<file path="config.mk">
export PLATFORM = sky130hd
export DESIGN_NAME = bmg_top
export DESIGN_NICKNAME = d
export VERILOG_FILES = /design/src/common/bmg_pkg.sv /design/src/hw/bmg_out_stage.sv /design/src/hw/bmg_top.sv
export VERILOG_INCLUDE_DIRS = /design/src /design/src/common
export SDC_FILE = /design/constraint.sdc
export NUM_CORES = 1
export LEC_CHECK = 0
export ABC_CLOCK_PERIOD_IN_PS = 2400
export BUFFER_PORTS_ARGS = -buffer_cell sky130_fd_sc_hd__buf_2
export CAP_MARGIN = 30
export CORE_MARGIN = 5
export CORE_UTILIZATION = 40
export DETAILED_ROUTE_END_ITERATION = 7
export GPL_ROUTABILITY_DRIVEN = 0
export PLACE_DENSITY = 0.7
export SETUP_SLACK_MARGIN = 0.5
export SLEW_MARGIN = 20
export SYNTH_ARGS = -nofsm -noshare
export SYNTH_HDL_FRONTEND = slang
export SYNTH_SLANG_ARGS = --single-unit
</file>
<file path="constraint.sdc">
create_clock -name clk_sys -period 2.4 [get_ports clk_sys]
set_clock_uncertainty 0.2 [all_clocks]
set_input_delay 0.24 -clock clk_sys [delete_from_list [all_inputs] [get_ports clk_sys]]
set_output_delay 0.24 -clock clk_sys [all_outputs]
set_load 0.005 [all_outputs]
</file>
<file path="src/common/bmg_regs.svh">
// Register offsets, field positions, reset values and fixed output levels
// of the backup mode output gating block.
// Assumes a 32-bit AHB-Lite slave with one aligned word per register.
`ifndef BMG_REGS_SVH
`define BMG_REGS_SVH

// Byte offsets inside the slave window
`define BMG_ADDR_W          12
`define BMG_OFF_STATUS      12'h000
`define BMG_OFF_IRQ_EN      12'h004
`define BMG_OFF_IRQ_CLR     12'h008
`define BMG_OFF_LEVELS      12'h00c
`define BMG_OFF_BACKUP_CNT  12'h010

// Event bits, shared by status, enable and clear
`define BMG_EVT_W           4
`define BMG_EVT_BACKUP_IN   0
`define BMG_EVT_BACKUP_OUT  1
`define BMG_EVT_PFAIL       2
`define BMG_EVT_SUPPLY_LOW  3

// Live level bits
`define BMG_LVL_BACKUP      0
`define BMG_LVL_SUPPLY_LOW  1
`define BMG_LVL_PFAIL       2
`define BMG_LVL_CE_FORCED   3

// Reset values
`define BMG_RST_WORD        32'h0000_0000
`define BMG_RST_EVT         4'h0
`define BMG_RST_CNT         16'h0000
`define BMG_CNT_ONE         16'h0001
// Back-up entry counter stops here rather than wrapping
`define BMG_CNT_MAX         16'hffff

// Levels forced in battery back-up mode
`define BMG_BK_BACKUP_FLAG  1'b1
`define BMG_BK_PFAIL_N      1'b0
`define BMG_BK_RESET_N      1'b0
`define BMG_BK_SUPPLY_OK    1'b0
`define BMG_BK_WD_EXP_N     1'b1
`define BMG_BK_CE_N         1'b1
`define BMG_BK_KICK         1'b0
`define BMG_BK_TIMEBASE     1'b0
`define BMG_BK_TB_SELECT    1'b1

// AHB encodings
`define BMG_HTRANS_NONSEQ_BIT 1
`define BMG_HRESP_OKAY      1'b0

`endif

</file>
<file path="src/common/bmg_pkg.sv">
// Types of the backup mode output gating block.
// Assumes the constants of bmg_regs.svh are included where numbers are needed.
package bmg_pkg;

	typedef enum logic {
		BMG_MODE_NORMAL,
		BMG_MODE_BACKUP
	} bmg_mode_t;

	typedef logic [3:0] bmg_evt_t;

endpackage

</file>
<file path="src/hw/bmg_out_stage.sv">
// Output stage: forces fixed levels in back-up mode, gates chip enable,
// and registers every pin output.
// Assumes comparator and control inputs are synchronous to clk_sys.
`timescale 1ns/10ps
`include "bmg_regs.svh"

module bmg_out_stage (
	input  wire logic clk_sys,
	input  wire logic rstn,
	input  wire logic backup_mode,
	input  wire logic supply_below_reset,
	input  wire logic pfail_below_ref,
	input  wire logic chip_enable_in_n,
	input  wire logic reset_req_n,
	input  wire logic watchdog_exp_req_n,
	input  wire logic watchdog_kick_in,
	input  wire logic timebase_in,
	input  wire logic timebase_select,
	output logic      backup_active_flag,
	output logic      power_fail_warn_n,
	output logic      reset_out_n,
	output logic      reset_out,
	output logic      supply_ok_n_low,
	output logic      watchdog_expired_n,
	output logic      chip_enable_out_n,
	output logic      watchdog_kick_out,
	output logic      timebase_out,
	output logic      timebase_select_out
);

	////////////////////////////////////////////////////////////////////////////////
	logic batt_reg, batt_next;
	logic pfo_reg, pfo_next;
	logic rst_reg, rst_next;
	logic low_reg, low_next;
	logic wdo_reg, wdo_next;
	logic ce_reg, ce_next;
	logic kick_reg, kick_next;
	logic tb_reg, tb_next;
	logic tbs_reg, tbs_next;

	always_comb begin
		batt_next = 1'b0;
		pfo_next  = ~pfail_below_ref;
		rst_next  = reset_req_n;
		low_next  = ~supply_below_reset;
		wdo_next  = watchdog_exp_req_n;
		ce_next   = chip_enable_in_n;
		kick_next = watchdog_kick_in;
		tb_next   = timebase_in;
		tbs_next  = timebase_select;
		// A bad supply write-protects memory even before back-up mode is reached
		if (supply_below_reset) begin
			ce_next = `BMG_BK_CE_N;
		end
		if (backup_mode) begin
			batt_next = `BMG_BK_BACKUP_FLAG;
			pfo_next  = `BMG_BK_PFAIL_N;
			rst_next  = `BMG_BK_RESET_N;
			low_next  = `BMG_BK_SUPPLY_OK;
			wdo_next  = `BMG_BK_WD_EXP_N;
			ce_next   = `BMG_BK_CE_N;
			kick_next = `BMG_BK_KICK;
			tb_next   = `BMG_BK_TIMEBASE;
			tbs_next  = `BMG_BK_TB_SELECT;
		end
	end

	// Reset holds the memory protected and the processor in reset
	always_ff @(posedge clk_sys) begin
		if (!rstn) begin
			batt_reg <= 1'b0;
			pfo_reg  <= 1'b0;
			rst_reg  <= 1'b0;
			low_reg  <= 1'b0;
			wdo_reg  <= 1'b1;
			ce_reg   <= 1'b1;
			kick_reg <= 1'b0;
			tb_reg   <= 1'b0;
			tbs_reg  <= 1'b1;
		end else begin
			batt_reg <= batt_next;
			pfo_reg  <= pfo_next;
			rst_reg  <= rst_next;
			low_reg  <= low_next;
			wdo_reg  <= wdo_next;
			ce_reg   <= ce_next;
			kick_reg <= kick_next;
			tb_reg   <= tb_next;
			tbs_reg  <= tbs_next;
		end
	end

	assign backup_active_flag  = batt_reg;
	assign power_fail_warn_n   = pfo_reg;
	assign reset_out_n         = rst_reg;
	assign reset_out           = ~rst_reg;
	assign supply_ok_n_low     = low_reg;
	assign watchdog_expired_n  = wdo_reg;
	assign chip_enable_out_n   = ce_reg;
	assign watchdog_kick_out   = kick_reg;
	assign timebase_out        = tb_reg;
	assign timebase_select_out = tbs_reg;

endmodule

</file>
<file path="src/hw/bmg_top.sv">
// Backup mode output gating: mode tracking, event capture, interrupt and
// AHB-Lite register slave, around the registered output stage.
// Assumes comparator outputs are synchronous levels and that the reset
// timer and watchdog that feed reset_req_n and watchdog_exp_req_n sit outside.
//
// Notes on behaviour
// - Valid supply: chip enable out copies input
// - Low or backup supply: chip enable forced high
// - Backup mode drives fixed documented output levels
// - Backup mode ignores power-fail sense input
// - Backup mode ignores kick and timebase inputs
// - Backup mode ignores chip enable input
// - Backup entered within 50mV, left when cleared
// - Power-fail warning low below 1.3V reference
// - Warning follows comparator, no hysteresis added
// - Active-high reset inverts active-low reset
// - Supply-low flag low below reset threshold
`timescale 1ns/10ps
`include "bmg_regs.svh"

module bmg_top (
	input  wire logic        clk_sys,
	input  wire logic        rstn,
	// Comparator results
	input  wire logic        supply_below_reset,
	input  wire logic        switchover_comparator,
	input  wire logic        power_fail_comparator,
	// Pins from the processor side
	input  wire logic        chip_enable_in_n,
	input  wire logic        reset_req_n,
	input  wire logic        watchdog_exp_req_n,
	input  wire logic        watchdog_kick_in,
	input  wire logic        timebase_in,
	input  wire logic        timebase_select,
	// Pins to the processor, memory and timers
	output logic             backup_active_flag,
	output logic             power_fail_warn_n,
	output logic             reset_out_n,
	output logic             reset_out,
	output logic             supply_ok_n_low,
	output logic             watchdog_expired_n,
	output logic             chip_enable_out_n,
	output logic             watchdog_kick_out,
	output logic             timebase_out,
	output logic             timebase_select_out,
	output logic             irq,
	// AHB-Lite slave
	input  wire logic        hsel,
	input  wire logic [31:0] haddr,
	input  wire logic [1:0]  htrans,
	input  wire logic        hwrite,
	input  wire logic [2:0]  hsize,
	input  wire logic [31:0] hwdata,
	input  wire logic        hready,
	output logic [31:0]      hrdata,
	output logic             hreadyout,
	output logic             hresp
);

	////////////////////////////////////////////////////////////////////////////////
	// Offset match, used by the read mux and the write decode
	function automatic logic reg_hit(input logic [`BMG_ADDR_W-1:0] addr,
	                                 input logic [`BMG_ADDR_W-1:0] offset);
		reg_hit = (addr == offset);
	endfunction

	////////////////////////////////////////////////////////////////////////////////
	// Mode tracking
	bmg_pkg::bmg_mode_t mode_reg, mode_next;
	logic               backup_mode;

	always_comb begin
		mode_next = mode_reg;
		case (mode_reg)
			bmg_pkg::BMG_MODE_NORMAL: begin
				// The comparator asserts once the backup supply is within 50mV of the main one
				if (switchover_comparator) begin
					mode_next = bmg_pkg::BMG_MODE_BACKUP;
				end
			end
			bmg_pkg::BMG_MODE_BACKUP: begin
				if (!switchover_comparator) begin
					mode_next = bmg_pkg::BMG_MODE_NORMAL;
				end
			end
			default: begin
				mode_next = bmg_pkg::BMG_MODE_NORMAL;
			end
		endcase
	end

	always_ff @(posedge clk_sys) begin
		if (!rstn) begin
			mode_reg <= bmg_pkg::BMG_MODE_NORMAL;
		end else begin
			mode_reg <= mode_next;
		end
	end

	// Using the comparator directly saves the output stage a cycle of latency
	assign backup_mode = switchover_comparator;

	////////////////////////////////////////////////////////////////////////////////
	// Output stage
	bmg_out_stage u_out (
		.clk_sys             (clk_sys),
		.rstn                (rstn),
		.backup_mode         (backup_mode),
		.supply_below_reset  (supply_below_reset | backup_mode),
		.pfail_below_ref     (power_fail_comparator),
		.chip_enable_in_n    (chip_enable_in_n),
		.reset_req_n         (reset_req_n),
		.watchdog_exp_req_n  (watchdog_exp_req_n),
		.watchdog_kick_in    (watchdog_kick_in),
		.timebase_in         (timebase_in),
		.timebase_select     (timebase_select),
		.backup_active_flag  (backup_active_flag),
		.power_fail_warn_n   (power_fail_warn_n),
		.reset_out_n         (reset_out_n),
		.reset_out           (reset_out),
		.supply_ok_n_low     (supply_ok_n_low),
		.watchdog_expired_n  (watchdog_expired_n),
		.chip_enable_out_n   (chip_enable_out_n),
		.watchdog_kick_out   (watchdog_kick_out),
		.timebase_out        (timebase_out),
		.timebase_select_out (timebase_select_out)
	);

	////////////////////////////////////////////////////////////////////////////////
	// Event capture
	bmg_pkg::bmg_evt_t lvl_reg, lvl_next;
	bmg_pkg::bmg_evt_t rise;
	bmg_pkg::bmg_evt_t status_reg, status_next;
	bmg_pkg::bmg_evt_t irq_en_reg, irq_en_next;
	bmg_pkg::bmg_evt_t clr_bits;
	logic [15:0]       backup_cnt_reg, backup_cnt_next;
	logic              irq_reg, irq_next;

	always_comb begin
		lvl_next = `BMG_RST_EVT;
		lvl_next[`BMG_EVT_BACKUP_IN]  = backup_mode;
		lvl_next[`BMG_EVT_BACKUP_OUT] = ~backup_mode;
		// Power-fail sense is not looked at in back-up mode
		lvl_next[`BMG_EVT_PFAIL]      = power_fail_comparator & ~backup_mode;
		lvl_next[`BMG_EVT_SUPPLY_LOW] = supply_below_reset;
	end

	// One edge detector per event
	genvar gi;
	generate
		for (gi = 0; gi < `BMG_EVT_W; gi++) begin : g_evt
			assign rise[gi] = lvl_next[gi] & ~lvl_reg[gi];
		end
	endgenerate

	////////////////////////////////////////////////////////////////////////////////
	// AHB-Lite slave: zero wait states, reads registered at the address phase
	logic                    acc_take;
	logic                    wr_pend_reg, wr_pend_next;
	logic [`BMG_ADDR_W-1:0]  wr_addr_reg, wr_addr_next;
	logic [31:0]             rdata_reg, rdata_next;
	logic [`BMG_ADDR_W-1:0]  a_addr;

	assign a_addr   = haddr[`BMG_ADDR_W-1:0];
	assign acc_take = hsel & htrans[`BMG_HTRANS_NONSEQ_BIT] & hready;

	always_comb begin
		wr_pend_next = acc_take & hwrite;
		wr_addr_next = acc_take ? a_addr : wr_addr_reg;
		rdata_next   = `BMG_RST_WORD;
		if (acc_take && !hwrite) begin
			if (reg_hit(a_addr, `BMG_OFF_STATUS)) begin
				rdata_next[`BMG_EVT_W-1:0] = status_reg;
			end else if (reg_hit(a_addr, `BMG_OFF_IRQ_EN)) begin
				rdata_next[`BMG_EVT_W-1:0] = irq_en_reg;
			end else if (reg_hit(a_addr, `BMG_OFF_LEVELS)) begin
				rdata_next[`BMG_LVL_BACKUP]     = backup_mode;
				rdata_next[`BMG_LVL_SUPPLY_LOW] = supply_below_reset;
				rdata_next[`BMG_LVL_PFAIL]      = power_fail_comparator & ~backup_mode;
				rdata_next[`BMG_LVL_CE_FORCED]  = supply_below_reset | backup_mode;
			end else if (reg_hit(a_addr, `BMG_OFF_BACKUP_CNT)) begin
				rdata_next[15:0] = backup_cnt_reg;
			end
		end
	end

	always_ff @(posedge clk_sys) begin
		if (!rstn) begin
			wr_pend_reg <= 1'b0;
			wr_addr_reg <= `BMG_OFF_STATUS;
			rdata_reg   <= `BMG_RST_WORD;
		end else begin
			wr_pend_reg <= wr_pend_next;
			wr_addr_reg <= wr_addr_next;
			rdata_reg   <= rdata_next;
		end
	end

	assign hrdata    = rdata_reg;
	assign hreadyout = 1'b1;
	assign hresp     = `BMG_HRESP_OKAY;

	////////////////////////////////////////////////////////////////////////////////
	// Status, enable, clear and the back-up entry counter
	always_comb begin
		clr_bits    = `BMG_RST_EVT;
		irq_en_next = irq_en_reg;
		if (wr_pend_reg && reg_hit(wr_addr_reg, `BMG_OFF_IRQ_CLR)) begin
			clr_bits = hwdata[`BMG_EVT_W-1:0];
		end
		if (wr_pend_reg && reg_hit(wr_addr_reg, `BMG_OFF_IRQ_EN)) begin
			irq_en_next = hwdata[`BMG_EVT_W-1:0];
		end
		// A new event in the clearing cycle survives the clear
		status_next = (status_reg & ~clr_bits) | rise;
		backup_cnt_next = backup_cnt_reg;
		// Counter saturates so spurious switchover bursts never wrap to zero
		if ((mode_reg == bmg_pkg::BMG_MODE_NORMAL) && (mode_next == bmg_pkg::BMG_MODE_BACKUP)
				&& (backup_cnt_reg != `BMG_CNT_MAX)) begin
			backup_cnt_next = 16'(backup_cnt_reg + `BMG_CNT_ONE);
		end
		irq_next = |(status_next & irq_en_next);
	end

	always_ff @(posedge clk_sys) begin
		if (!rstn) begin
			lvl_reg        <= `BMG_RST_EVT;
			status_reg     <= `BMG_RST_EVT;
			irq_en_reg     <= `BMG_RST_EVT;
			backup_cnt_reg <= `BMG_RST_CNT;
			irq_reg        <= 1'b0;
		end else begin
			lvl_reg        <= lvl_next;
			status_reg     <= status_next;
			irq_en_reg     <= irq_en_next;
			backup_cnt_reg <= backup_cnt_next;
			irq_reg        <= irq_next;
		end
	end

	assign irq = irq_reg;

endmodule

</file>
==> out/metrics.yaml <==
outcome: "finished clean"
first_iter_violations: 123
finalSetupTns_ns: 0
ir_drop_uv: 341
clock-sinks: 66
min_path_type: "input pin to flop"
ys.warnings.count: 0
syn_inst: 295
rsz0062_at_grt: "yes"
nFillCells: 603
synth_ff_type: "dfxtp_1"
ys_top_cells_by_area: "dfxtp_1 48%, buf_4 5.2%, nor2_1 4.5%"
nNetsFinal: 471
yosysMostFrequentCell: "dfxtp_1"
grt_first_pass_wirelength_um: 10400
postRouteAntennaNets: 0
setup_violations: 0
crit_chain: "dlygate4sd3_1 -> buf_2 -> nor2_2 -> nand3_2 -> or4_4 -> o21ai_1 -> nor2_1"
synth_common_cells: "66 x dfxtp_1, 33 x nor2_1, 32 x nand2_1"
antenna_found_initial: 0
drt-pass1-iter-count: 4
synth_area_mm2: 0.00276
endpoint_kind: "flop"
numPlacedInstances: 425
required_ns: 2.43
dieArea_mm2: 0.00865
finalMaxSlewViolations: 0
diodes: 0
drc_errors: 0
cp_num_cells: 7
via_per_inst: 4.94
worst-path-buf-inv: 2
die_y_um: 93.0
hold_viol: 0
powerDensity_mw_per_mm2: 641
holdPathStages: 2
syn_to_final_growth_pct: 33.7
hpwl_um: 4230
clk_pin_slew_ns: 0.07
initial_core_util: 0.408
arrival_ns: 1.88
critPathSlowestCell: "dlygate4sd3_1"
placementRows: 30
routed_wl_um: 6320
max_stage_delay_ns: 0.54
timing_worst_setup_path_type: "input pin to flop"
synthArstFlopShare: 0
p_leak_nw: 1.58
cts_buffers: 9
ios: 128
grt-ovfl-total: 0
rr_worst_depth: 5
period_share: 0.773
vias: 2332
fin_cells: 472
finalWorstSetupSlack_ns: 0.544
wire_per_inst_um: 13.4
die_w_um: 93.0
cts_tree: "yes"
h-tree-depth: 3
synth_edf_count: 0
max_freq_ghz: 0.539
synth_top_area_frac: 0.479
drv_cap: 0
insertion_delay_ns: 0.34
syn_area_per_cell_um2: 9.34
cts-root-buf: "clkbuf_8"
core_region_area_mm2: 0.00676
pre_cts_slack_ns: 0.383
drive_gt1_frac: 0.291
start_kind: "input pin"
grt_pass1_vias: 2212
grt_max_degree: 25
synth_top_cell_by_area: "dfxtp_1"
min_period_ns: 1.86
path_max_fanout: 4
grt_use_total: 0.153
clock_path_buffers: 2
ys_ff_latch: 66
yosysUniqueCellTypes: 52
ys_seq_area_frac: 0.479
numPortBuffers: 57
critical-path-top-delay-family: "simple AND/OR/NAND/NOR gates"
[final cells by class]
cell class | count | area [um2] | area share
sequential | 66 | 1320 | 0.359
inverter | 12 | 45.0 | 0.0122
timing repair buffer | 93 | 634 | 0.172
tap | 80 | 100 | 0.0272
clock buffer | 10 | 138 | 0.0374
clock inverter | 6 | 90.1 | 0.0244
multi-input combinational | 205 | 1360 | 0.368
[metrics by stage]
stage                     cell area, um2  power (mW)  hold WS [ns]   util
after CTS                           3540        2.37        0.0274  0.525
after detailed placement            3050        1.30         0.234  0.452
after global placement              3050        1.29         0.225  0.452
after global routing                3680        2.45        0.0442  0.545
after floorplan                     2820        1.26         0.112      -
final                               3680        2.36        0.0501  0.545
[timing repair]
| action | CTS | global route |
|---|---|---|
| endpoints found under the setup margin | 3 | 17 |
| hold buffers | 25 | 0 |
| pin swaps | 1 | 7 |
| setup buffers | 1 | 5 |
| gates resized for setup | 1 | 19 |
| endpoints found under the hold margin | 26 | 0 |
[path summary, 6_finish.rpt]
path,from,end,slack (ns)
min,switchover_comparator,lvl_reg[0],0.05
min reg2reg,wr_addr_reg[2],wr_addr_reg[2],0.27
max reg2reg,wr_addr_reg[8],irq,0.55
max,haddr[10],hrdata[0],0.54
[where the power goes]
part           internal [mW]  total, mW  leakage (nW)  switching, mW
combinational         0.0861      0.174         0.927         0.0879
clock                  0.614       1.05         0.112          0.435
sequential              1.12       1.14         0.536         0.0199
total                   1.82       2.36          1.58          0.543
[cells by family after synthesis]
family                     synth area share
AOI/OAI and AO/OA                     0.100
xor gates and xnor gates             0.0381
adders and majority gates           0.00454
buffers and inverters                0.0835
DFF                                   0.479
muxes                                0.0336
other                               0.00272
and+or+nand+nor                       0.258
[layout by cell type, fill, tap and decap left out, types with 10 or more instances in the layout]
master	n
and3_1	14
inv_1	11
xnor2_1	12
nor2_1	32
dfxtp_1	66
a21oi_1	16
clkbuf_8	10
buf_2	57
conb_1	18
dlygate4sd3_1	25
nand2_1	32
[layer usage]
layer  vias to the layer above  global-route usage  routed length [um]
li1                       1163                   -                   -
met1                      1091               0.199                2920
met2                        71               0.233                2880
met3                         7              0.0467                 453
met4                         0              0.0659                  73
met5                         -                   0                   0
Power figures use the tool's default switching activity.
